==> src/logic/cmbse_cfg.svh <==
// Constants of the multiply, branch and skip execution unit
`ifndef CMBSE_CFG_SVH
`define CMBSE_CFG_SVH

// Status flag positions
`define CMBSE_FLAG_C 0
`define CMBSE_FLAG_Z 1
`define CMBSE_FLAG_N 2
`define CMBSE_FLAG_V 3
`define CMBSE_FLAG_S 4
`define CMBSE_FLAG_H 5
`define CMBSE_FLAG_T 6
`define CMBSE_FLAG_I 7

// Cycle counts
`define CMBSE_CYC_ONE 3'h1
`define CMBSE_CYC_MUL 3'h2
`define CMBSE_CYC_POINTER_JUMP 3'h2
`define CMBSE_CYC_RELATIVE_INVOKE 3'h3
`define CMBSE_CYC_JMP 3'h3
`define CMBSE_CYC_CALL 3'h4
`define CMBSE_CYC_TAKEN 3'h2
`define CMBSE_CYC_SKIP1 3'h2
`define CMBSE_CYC_SKIP2 3'h3

// Register offsets (byte addresses)
`define CMBSE_REG_CTRL 8'h00
`define CMBSE_REG_STATUS 8'h04
`define CMBSE_REG_COUNT 8'h08

// Field positions and reset values
`define CMBSE_CTRL_EN 0
`define CMBSE_STAT_BUSY 0
`define CMBSE_STAT_ILLEGAL 1
`define CMBSE_CTRL_RESET 1'h1

`endif

==> src/logic/cmbse_pkg.sv <==
// Types of the multiply, branch and skip execution unit
package cmbse_pkg;
   typedef enum logic [5:0] {
      OP_SELF_AND_TEST,
      OP_UNSIGNED_PRODUCT,
      OP_SIGNED_PRODUCT,
      OP_MIXED_SIGN_PRODUCT,
      OP_FRACTIONAL_UNSIGNED_PRODUCT,
      OP_FRACTIONAL_SIGNED_PRODUCT,
      OP_FRACTIONAL_MIXED_PRODUCT,
      OP_POINTER_JUMP,
      OP_ABSOLUTE_JUMP,
      OP_RELATIVE_INVOKE,
      OP_ABSOLUTE_INVOKE,
      OP_COMPARE_SKIP_EQUAL,
      OP_COMPARE,
      OP_COMPARE_CARRY,
      OP_COMPARE_IMMEDIATE,
      OP_SKIP_REG_BIT_CLEAR,
      OP_SKIP_REG_BIT_SET,
      OP_SKIP_IO_BIT_CLEAR,
      OP_SKIP_IO_BIT_SET,
      OP_BRANCH_FLAG_SET,
      OP_BRANCH_FLAG_CLEAR,
      OP_BRANCH_SIGNED_GE,
      OP_BRANCH_SIGNED_LESS,
      OP_BRANCH_UNSIGNED_GE,
      OP_BRANCH_UNSIGNED_LESS,
      OP_BRANCH_HALFCARRY_SET,
      OP_BRANCH_HALFCARRY_CLEAR,
      OP_BRANCH_IRQ_ON,
      OP_BRANCH_IRQ_OFF,
      OP_BRANCH_OVERFLOW_SET,
      OP_BRANCH_OVERFLOW_CLEAR,
      OP_BRANCH_TRANSFER_SET,
      OP_BRANCH_TRANSFER_CLEAR,
      OP_BRANCH_CARRY_SET,
      OP_BRANCH_CARRY_CLEAR
   } cmbse_op_e;
endpackage

==> src/logic/cmbse_core.sv <==
// Execution unit for test, multiplies, jumps, calls, compares, skips and flag branches
//
// Behaviour
// [RULE1] Test: AND with itself, Z N V, 1 cycle
// [RULE2] Integer multiplies write R1:R0, Z C, 2 cycles
// [RULE3] Fractional multiplies shift product left one bit
// [RULE4] Pointer jump loads PC from Z, 2 cycles
// [RULE5] Relative invoke: PC plus offset plus one, 3 cycles
// [RULE6] Absolute invoke 4 cycles, jump 3, large variants
// [RULE7] Compare-skip-equal skips on match, 1/2/3 cycles
// [RULE8] Compares set Z N V C H, no store
// [RULE9] Register bit skips test selected bit value
// [RULE10] I/O bit skips test selected bit value
// [RULE11] Generic flag branches on selected flag state
// [RULE12] Signed ge branch when N xor V zero
// [RULE13] Signed less branch when N xor V one
// [RULE14] Unsigned branches test carry clear or set
// [RULE15] Half-carry branches test H set or clear
// [RULE16] Interrupt branches test global enable flag
// [RULE17] Overflow branches test V set or clear
// [RULE18] Transfer branches test T set or clear
// [RULE19] Carry branches test C, flags unchanged
// [RULE20] Skip 1/2/3 cycles, branch 1/2 cycles
`include "cmbse_cfg.svh"
`timescale 1ns/1ps
`default_nettype none

module cmbse_core
   import cmbse_pkg::*;
#(
   parameter int PC_W = 16,
   parameter bit LARGE_VARIANT = 1'b1
) (
   input wire logic clock,
   input wire logic reset,
   input wire logic issue_valid,
   input wire cmbse_op_e issue_op,
   input wire logic [7:0] rd_val,
   input wire logic [7:0] rr_val,
   input wire logic [7:0] io_val,
   input wire logic [2:0] bit_sel,
   input wire logic [PC_W-1:0] imm,
   input wire logic [PC_W-1:0] pc_in,
   input wire logic [15:0] z_ptr,
   input wire logic [7:0] sreg_in,
   input wire logic next_two_word,
   output logic issue_ready,
   output logic done,
   output logic [PC_W-1:0] next_pc,
   output logic [15:0] pair_result,
   output logic pair_wr,
   output logic [7:0] sreg_out,
   output logic sreg_wr,
   output logic [PC_W-1:0] push_addr,
   output logic push_valid,
   input wire logic psel,
   input wire logic penable,
   input wire logic pwrite,
   input wire logic [7:0] paddr,
   input wire logic [31:0] pwdata,
   output logic pready,
   output logic [31:0] prdata,
   output logic pslverr
);
   logic ctrl_en;
   logic illegal;
   logic busy;
   logic [2:0] cnt;
   logic [31:0] retired;
   logic accept;
   logic commit;
   // Values computed at issue
   logic [2:0] c_cyc;
   logic [PC_W-1:0] c_pc;
   logic [15:0] c_pair;
   logic c_pair_wr;
   logic [7:0] c_sreg;
   logic c_sreg_wr;
   logic c_push;
   logic [PC_W-1:0] c_push_addr;
   logic c_illegal;
   // Values held while a multi-cycle op runs
   logic [PC_W-1:0] p_pc;
   logic [15:0] p_pair;
   logic p_pair_wr;
   logic [7:0] p_sreg;
   logic p_sreg_wr;
   logic p_push;
   logic [PC_W-1:0] p_push_addr;
   // Datapath helpers
   logic sign_a;
   logic sign_b;
   logic frac;
   logic signed [17:0] prod_full;
   logic [15:0] prod;
   logic [7:0] cmp_b;
   logic cmp_cin;
   logic [7:0] diff;
   logic skip;
   logic br_cond;
   logic is_branch;
   logic is_skip;
   logic [PC_W-1:0] pc_plus1;

   assign accept = issue_valid && issue_ready;
   assign commit = accept ? (c_cyc == `CMBSE_CYC_ONE) : (busy && cnt == 3'h1);
   assign pc_plus1 = pc_in + PC_W'(1);

   // Multiplier operand signedness; product is taken from the low 16 bits
   always_comb begin
      sign_a = issue_op inside {OP_SIGNED_PRODUCT, OP_MIXED_SIGN_PRODUCT, OP_FRACTIONAL_SIGNED_PRODUCT,
                                OP_FRACTIONAL_MIXED_PRODUCT};
      sign_b = issue_op inside {OP_SIGNED_PRODUCT, OP_FRACTIONAL_SIGNED_PRODUCT};
      frac = issue_op inside {OP_FRACTIONAL_UNSIGNED_PRODUCT, OP_FRACTIONAL_SIGNED_PRODUCT,
                              OP_FRACTIONAL_MIXED_PRODUCT};
      prod_full = $signed({sign_a & rd_val[7], rd_val}) * $signed({sign_b & rr_val[7], rr_val}); // RULE2
      prod = frac ? {prod_full[14:0], 1'b0} : prod_full[15:0]; // RULE3
   end

   // Compare subtractor, shared by the three compare forms
   always_comb begin
      cmp_b = rr_val;
      cmp_cin = (issue_op == OP_COMPARE_CARRY) ? sreg_in[`CMBSE_FLAG_C] : 1'b0;
      diff = rd_val - cmp_b - {7'h00, cmp_cin}; // RULE8
   end

   // Skip and branch conditions
   always_comb begin
      is_skip = 1'b1;
      skip = 1'b0;
      unique case (issue_op)
         OP_COMPARE_SKIP_EQUAL: skip = (rd_val == rr_val); // RULE7
         OP_SKIP_REG_BIT_CLEAR: skip = !rr_val[bit_sel]; // RULE9
         OP_SKIP_REG_BIT_SET: skip = rr_val[bit_sel]; // RULE9
         OP_SKIP_IO_BIT_CLEAR: skip = !io_val[bit_sel]; // RULE10
         OP_SKIP_IO_BIT_SET: skip = io_val[bit_sel]; // RULE10
         default: is_skip = 1'b0;
      endcase
      is_branch = 1'b1;
      br_cond = 1'b0;
      unique case (issue_op)
         OP_BRANCH_FLAG_SET: br_cond = sreg_in[bit_sel]; // RULE11
         OP_BRANCH_FLAG_CLEAR: br_cond = !sreg_in[bit_sel]; // RULE11
         OP_BRANCH_SIGNED_GE: br_cond = !(sreg_in[`CMBSE_FLAG_N] ^ sreg_in[`CMBSE_FLAG_V]); // RULE12
         OP_BRANCH_SIGNED_LESS: br_cond = sreg_in[`CMBSE_FLAG_N] ^ sreg_in[`CMBSE_FLAG_V]; // RULE13
         OP_BRANCH_UNSIGNED_GE: br_cond = !sreg_in[`CMBSE_FLAG_C]; // RULE14
         OP_BRANCH_UNSIGNED_LESS: br_cond = sreg_in[`CMBSE_FLAG_C]; // RULE14
         OP_BRANCH_HALFCARRY_SET: br_cond = sreg_in[`CMBSE_FLAG_H]; // RULE15
         OP_BRANCH_HALFCARRY_CLEAR: br_cond = !sreg_in[`CMBSE_FLAG_H]; // RULE15
         OP_BRANCH_IRQ_ON: br_cond = sreg_in[`CMBSE_FLAG_I]; // RULE16
         OP_BRANCH_IRQ_OFF: br_cond = !sreg_in[`CMBSE_FLAG_I]; // RULE16
         OP_BRANCH_OVERFLOW_SET: br_cond = sreg_in[`CMBSE_FLAG_V]; // RULE17
         OP_BRANCH_OVERFLOW_CLEAR: br_cond = !sreg_in[`CMBSE_FLAG_V]; // RULE17
         OP_BRANCH_TRANSFER_SET: br_cond = sreg_in[`CMBSE_FLAG_T]; // RULE18
         OP_BRANCH_TRANSFER_CLEAR: br_cond = !sreg_in[`CMBSE_FLAG_T]; // RULE18
         OP_BRANCH_CARRY_SET: br_cond = sreg_in[`CMBSE_FLAG_C]; // RULE19
         OP_BRANCH_CARRY_CLEAR: br_cond = !sreg_in[`CMBSE_FLAG_C]; // RULE19
         default: is_branch = 1'b0;
      endcase
   end

   // Result, flags, target and cycle count of the issued op
   always_comb begin
      c_cyc = `CMBSE_CYC_ONE;
      c_pc = pc_plus1;
      c_pair = prod;
      c_pair_wr = 1'b0;
      c_sreg = sreg_in;
      c_sreg_wr = 1'b0;
      c_push = 1'b0;
      c_push_addr = pc_plus1;
      c_illegal = 1'b0;
      if (is_skip) begin
         // Skipped length decides the extra cycles
         c_cyc = !skip ? `CMBSE_CYC_ONE : (next_two_word ? `CMBSE_CYC_SKIP2 : `CMBSE_CYC_SKIP1); // RULE20
         c_pc = pc_in + (!skip ? PC_W'(1) : (next_two_word ? PC_W'(3) : PC_W'(2))); // RULE7
      end else if (is_branch) begin
         c_cyc = br_cond ? `CMBSE_CYC_TAKEN : `CMBSE_CYC_ONE; // RULE20
         c_pc = br_cond ? pc_in + imm + PC_W'(1) : pc_plus1; // RULE11
      end else begin
         unique case (issue_op)
            OP_SELF_AND_TEST: begin
               c_sreg[`CMBSE_FLAG_Z] = (rd_val & rd_val) == 8'h00; // RULE1
               c_sreg[`CMBSE_FLAG_N] = rd_val[7]; // RULE1
               c_sreg[`CMBSE_FLAG_V] = 1'b0; // RULE1
               c_sreg_wr = 1'b1;
            end
            OP_UNSIGNED_PRODUCT, OP_SIGNED_PRODUCT, OP_MIXED_SIGN_PRODUCT, OP_FRACTIONAL_UNSIGNED_PRODUCT,
            OP_FRACTIONAL_SIGNED_PRODUCT, OP_FRACTIONAL_MIXED_PRODUCT: begin
               c_cyc = `CMBSE_CYC_MUL; // RULE2
               c_pair_wr = 1'b1;
               c_sreg[`CMBSE_FLAG_Z] = (prod == 16'h0000); // RULE3
               c_sreg[`CMBSE_FLAG_C] = prod_full[15]; // RULE3
               c_sreg_wr = 1'b1;
            end
            OP_POINTER_JUMP: begin
               c_cyc = `CMBSE_CYC_POINTER_JUMP; // RULE4
               c_pc = PC_W'(z_ptr); // RULE4
            end
            OP_RELATIVE_INVOKE: begin
               c_cyc = `CMBSE_CYC_RELATIVE_INVOKE; // RULE5
               c_pc = pc_in + imm + PC_W'(1); // RULE5
               c_push = 1'b1;
            end
            OP_ABSOLUTE_JUMP, OP_ABSOLUTE_INVOKE: begin
               // Small variants lack these; they step over the two words and flag it
               c_illegal = !LARGE_VARIANT; // RULE6
               c_cyc = (issue_op == OP_ABSOLUTE_INVOKE) ? `CMBSE_CYC_CALL : `CMBSE_CYC_JMP; // RULE6
               c_pc = LARGE_VARIANT ? imm : pc_in + PC_W'(2); // RULE6
               c_push = LARGE_VARIANT && issue_op == OP_ABSOLUTE_INVOKE;
               c_push_addr = pc_in + PC_W'(2);
            end
            OP_COMPARE, OP_COMPARE_CARRY, OP_COMPARE_IMMEDIATE: begin
               c_sreg[`CMBSE_FLAG_H] = (!rd_val[3] & cmp_b[3]) | (cmp_b[3] & diff[3]) | (diff[3] & !rd_val[3]);
               c_sreg[`CMBSE_FLAG_V] = (rd_val[7] & !cmp_b[7] & !diff[7]) | (!rd_val[7] & cmp_b[7] & diff[7]);
               c_sreg[`CMBSE_FLAG_N] = diff[7];
               c_sreg[`CMBSE_FLAG_C] = (!rd_val[7] & cmp_b[7]) | (cmp_b[7] & diff[7]) | (diff[7] & !rd_val[7]);
               // With carry, zero only survives a chain that was zero so far
               c_sreg[`CMBSE_FLAG_Z] = (diff == 8'h00) &&
                  (issue_op != OP_COMPARE_CARRY || sreg_in[`CMBSE_FLAG_Z]); // RULE8
               c_sreg_wr = 1'b1;
            end
            default: c_cyc = `CMBSE_CYC_ONE;
         endcase
      end
   end

   // Sequencer: counts the op's remaining cycles
   always_ff @(posedge clock) begin
      if (reset) begin
         busy <= 1'b0;
         cnt <= 3'h0;
      end else if (accept && c_cyc != `CMBSE_CYC_ONE) begin
         busy <= 1'b1;
         cnt <= c_cyc - 3'h1; // RULE20
      end else if (busy) begin
         cnt <= cnt - 3'h1;
         busy <= (cnt != 3'h1);
      end
   end

   // Ready is a flop, so it looks one cycle ahead at the sequencer
   always_ff @(posedge clock) begin
      if (reset) begin
         issue_ready <= 1'b0;
      end else begin
         issue_ready <= ctrl_en && !(accept && c_cyc != `CMBSE_CYC_ONE) && !(busy && cnt != 3'h1);
      end
   end

   // Hold the results until the last cycle
   always_ff @(posedge clock) begin
      if (reset) begin
         p_pc <= '0;
         p_pair <= 16'h0000;
         p_pair_wr <= 1'b0;
         p_sreg <= 8'h00;
         p_sreg_wr <= 1'b0;
         p_push <= 1'b0;
         p_push_addr <= '0;
      end else if (accept) begin
         p_pc <= c_pc;
         p_pair <= c_pair;
         p_pair_wr <= c_pair_wr;
         p_sreg <= c_sreg;
         p_sreg_wr <= c_sreg_wr;
         p_push <= c_push;
         p_push_addr <= c_push_addr;
      end
   end

   // Outputs change only on the commit cycle; strobes last one cycle
   always_ff @(posedge clock) begin
      if (reset) begin
         done <= 1'b0;
         next_pc <= '0;
         pair_result <= 16'h0000;
         pair_wr <= 1'b0;
         sreg_out <= 8'h00;
         sreg_wr <= 1'b0;
         push_addr <= '0;
         push_valid <= 1'b0;
      end else begin
         done <= commit;
         pair_wr <= commit && (accept ? c_pair_wr : p_pair_wr);
         sreg_wr <= commit && (accept ? c_sreg_wr : p_sreg_wr);
         push_valid <= commit && (accept ? c_push : p_push);
         if (commit) begin
            next_pc <= accept ? c_pc : p_pc;
            pair_result <= accept ? c_pair : p_pair;
            sreg_out <= accept ? c_sreg : p_sreg;
            push_addr <= accept ? c_push_addr : p_push_addr;
         end
      end
   end

   // Software-visible state: enable, sticky illegal flag, retired count
   always_ff @(posedge clock) begin
      if (reset) begin
         ctrl_en <= `CMBSE_CTRL_RESET;
         illegal <= 1'b0;
         retired <= 32'h00000000;
      end else begin
         // Writes land on the edge that completes the access, as pready is seen high
         if (psel && penable && pready && pwrite && paddr == `CMBSE_REG_CTRL) begin
            ctrl_en <= pwdata[`CMBSE_CTRL_EN];
         end
         // A new illegal op wins over a clear in the same cycle
         if (accept && c_illegal) begin
            illegal <= 1'b1;
         end else if (psel && penable && pready && pwrite && paddr == `CMBSE_REG_STATUS &&
                      pwdata[`CMBSE_STAT_ILLEGAL]) begin
            illegal <= 1'b0;
         end
         if (done) begin
            retired <= retired + 32'h00000001;
         end
      end
   end

   // APB slave: one wait state, then registered answer
   always_ff @(posedge clock) begin
      if (reset) begin
         pready <= 1'b0;
         prdata <= 32'h00000000;
         pslverr <= 1'b0;
      end else begin
         pready <= psel && penable && !pready;
         prdata <= 32'h00000000;
         pslverr <= 1'b0;
         if (psel && penable && !pready) begin
            unique case (paddr)
               `CMBSE_REG_CTRL: prdata <= {31'h00000000, ctrl_en};
               `CMBSE_REG_STATUS: prdata <= {30'h00000000, illegal, busy};
               `CMBSE_REG_COUNT: prdata <= pwrite ? 32'h00000000 : retired;
               default: pslverr <= 1'b1;
            endcase
         end
      end
   end
endmodule // cmbse_core

`default_nettype wire

==> config.mk <==
export PLATFORM = sky130hd
export DESIGN_NAME = cmbse_core
export DESIGN_NICKNAME = d
export VERILOG_FILES = /design/src/logic/cmbse_pkg.sv /design/src/logic/cmbse_core.sv
export VERILOG_INCLUDE_DIRS = /design/src /design/src/logic
export SDC_FILE = /design/constraint.sdc
export NUM_CORES = 1
export LEC_CHECK = 0
export BUFFER_PORTS_ARGS = -buffer_cell sky130_fd_sc_hd__buf_2
export CAP_MARGIN = 0
export CORE_UTILIZATION = 25
export CTS_BUF_LIST = sky130_fd_sc_hd__clkbuf_8
export DETAILED_ROUTE_END_ITERATION = 6
export PLACE_DENSITY = 0.48
export SETUP_SLACK_MARGIN = 0.2
export SYNTH_ARGS = -nofsm -noshare
export SYNTH_HDL_FRONTEND = slang
export SYNTH_SLANG_ARGS = --single-unit
==> constraint.sdc <==
create_clock -name clock -period 12.6 [get_ports clock]
set_input_delay 3.78 -clock clock [delete_from_list [all_inputs] [get_ports clock]]
set_output_delay 3.78 -clock clock [all_outputs]
set_load 0.005 [all_outputs]
==> results.sh <==
export IMPL_status="finished clean"
export IMPL_synth_seq_area_share=0.287
export IMPL_drive_gt1_frac=0.158
export IMPL_finalHoldViolations=0
export IMPL_port_buffers=199
export IMPL_row_count=84
export IMPL_wirelength_mm=42.4
export IMPL_grt_usage=0.160
export IMPL_async_reset_ff_frac=0
export IMPL_die_h_microns=233
export IMPL_setup_viol=0
export IMPL_syn_area_sq_um=13300
export IMPL_max_stage_delay_ns=0.58
export IMPL_cp_arrival_ns=10.28
export IMPL_syn_nets=1840
export IMPL_syn2layout_area_growth_pct=14.7
export IMPL_rsz0062_at_grt="false"
export IMPL_hp_class="register to register"
export IMPL_holdPathStages=2
export IMPL_start_kind="primary input"
export IMPL_cts_clk_slew_worst_paths_ns=0.11
export IMPL_ys_warn_count=0
export IMPL_grt_overflow=0
export IMPL_path_class="primary input to register"
export IMPL_period_share=0.777
export IMPL_viasPerCell=4.84
export IMPL_cp_slowest_cell="nor3_1"
export IMPL_relSlewSlack=0.270
export IMPL_cts_hold_fix_buffers=0
export IMPL_synth_edf_count=0
export IMPL_drcViolationCount=0
export IMPL_powerDensity_nw_per_um2=114
export IMPL_end_kind="register"
export IMPL_ys_ff_latch=191
export IMPL_drt_iter0_drc=604
export IMPL_core_area_sq_um=52600
export IMPL_fin_area_sq_um=15300
export IMPL_drv_cap=0
export IMPL_fin_crit_ns=9.79
export IMPL_post_dp_hpwl_mm=32.4
export IMPL_skew_ns=0.0139
export IMPL_cts_resized=0
export IMPL_postSynthAreaPerCell_sq_um=8.55
export IMPL_fp_dieW_microns=233
export IMPL_fillers=5697
export IMPL_finalNetCount=1974
export IMPL_cts_tree="done"
export IMPL_reg2reg_depth=6
export IMPL_syn_inst=1558
export IMPL_ioPinCount=231
export IMPL_final_common_cell="buf_2"
export IMPL_htree_levels=4
export IMPL_root_buffer="clkbuf_8"
export IMPL_grt_pass1_vias=11300
export IMPL_timing_final_max_slew_violations=0
export IMPL_crit_chain="buf_2 -> nor3_1 -> o211ai_2 -> or2_2 -> fa_1 -> fa_1 -> inv_1 -> fa_1 -> fa_1 -> inv_1 -> fa_1 -> inv_1 -> ha_1 -> a21o_1 -> and2_0 -> o311ai_0 -> nor2_1 -> a211oi_1 -> a21oi_1 -> o21ai_0"
export IMPL_fp_dieArea_sq_um=54200
export IMPL_p_leak_nw=6.50
export IMPL_tightest_slew_ns=1.09
export IMPL_antenna_found_initial=1
export IMPL_routedWlPerCell_microns=17.7
export IMPL_placed_area_sq_um=14900
export IMPL_post_cts_buffers=0
export IMPL_layout_common_cells="buf_2 (198), dfxtp_1 (191), nor2_1 (182)"
export IMPL_cts_path_max_buffers=2
export IMPL_ant_nets=0
export IMPL_critPathRequiredTime_ns=13.09
export IMPL_finalSetupTns_ns=0
export IMPL_crit_path_frequent_cell="fa_1"
export IMPL_ir_worst_vdd_mv=0.0817
export IMPL_cts_sinks=191
export IMPL_synth_flop_cell="dfxtp_1"
export IMPL_crit_fanout=22
export IMPL_grt_pass1_wl_mm=65.9
export IMPL_vias=11600
export IMPL_ys_types=83
export IMPL_insertion_delay_ns=0.56
export IMPL_initial_core_util=0.253
export IMPL_fmax_mhz=102
export IMPL_grt_max_degree=68
export IMPL_drtPass1Iterations=5
export IMPL_gp_congestion=0.891
export IMPL_cts_inserted_buffers=17
-- metal layers --
layer / vias to the layer above / routed length (microns) / track usage / part of all wire
met5: - / 0 / 0 / 0
met4: 0 / 682 / 0.0425 / 0.016
met3: 38 / 2180 / 0.0346 / 0.051
met2: 250 / 20400 / 0.269 / 0.48
met1: 5626 / 19100 / 0.204 / 0.45
li1: 5680 / - / - / -
-- synthesized netlist by cell type (all sizes together), types with 9 or more instances --
cell type / instances / area share
a21oi: 79 / 0.030
clkbuf: 71 / 0.020
nand2: 96 / 0.027
nand2b: 16 / 0.0077
nor2: 182 / 0.051
a21o: 13 / 0.0073
mux2i: 25 / 0.019
nand3: 25 / 0.0098
a211oi: 76 / 0.043
and2: 79 / 0.037
xor2: 55 / 0.036
xnor2: 50 / 0.033
and3: 12 / 0.0056
nor3: 32 / 0.012
a221oi: 13 / 0.0085
nand4: 19 / 0.0089
o21ai: 46 / 0.017
nor4: 12 / 0.0056
ha: 79 / 0.074
fa: 67 / 0.10
or3: 17 / 0.0080
o21a: 14 / 0.0079
inv: 118 / 0.033
buf: 24 / 0.0095
o31ai: 9 / 0.0051
nor2b: 11 / 0.0052
dfxtp: 191 / 0.29
-- power breakdown --
part           internal (W)  leakage [nW]  switching, W  total [W]
combinational      0.000268          4.76      0.000411   0.000679
clock              0.000164         0.185      0.000251   0.000415
sequential         0.000635          1.55     0.0000131   0.000648
-- registers in the layout, summed over array words and instances, names as in the netlist, 3 cells and up --
name and count:
p_pc 16, sreg_out 8, prdata 32, cnt 3
next_pc 16, p_sreg 8, push_addr 16, retired 32
p_pair 16, p_push_addr 16, pair_result 16
-- worst paths after layout --
kind	slack, ns	endpoint	start
worst max-delay path	2.81	pair_result[12]	issue_op[3]
worst min-delay path	0.46	next_pc[1]	next_pc[1]
worst max register to register	9.65	pair_result[8]	issue_ready
worst min register to register	0.46	next_pc[1]	next_pc[1]
-- logic make-up after synthesis --
| family | share of synthesized area |
|---|---|
| compound gates | 0.168 |
| xor+xnor | 0.0690 |
| fa+ha+maj | 0.175 |
| buf+inv | 0.0628 |
| flops | 0.287 |
| mux | 0.0326 |
| simple gates | 0.206 |
-- metrics by stage --
step	instances	setup slack (ns)	power, W	hold slack [ns]	utilization
after detailed placement	2361	2.24	0.00134	0.447	0.283
final	2394	2.81	0.00174	0.458	0.291
after CTS	2393	2.88	0.00177	0.460	0.291
after global routing	2394	2.39	0.00189	0.488	0.291
after global placement	2361	2.28	0.00134	0.443	0.283
after floorplan	1558	3.29	0.00115	0.429	-
-- critical path, delay by kind of cell --
family / cells / cell delay [ns]
adders and majority gates: 6 / 2.91
and+or+nand+nor: 4 / 1.21
AOI/OAI and AO/OA: 6 / 1.97
buffers and inverters: 4 / 0.38
-- cell type report --
type                       instances  area [sq um]  area share
multi-input combinational       1154          8680       0.568
sequential                       191          3820       0.250
timing repair buffer             210          1080      0.0707
tap                              688           861      0.0563
inverter                         118           443      0.0290
clock buffer                      18           248      0.0162
clock inverter                    14           138     0.00901
antenna                            1          2.50    0.000164
No activity file was read; power rests on OpenSTA's default activity.
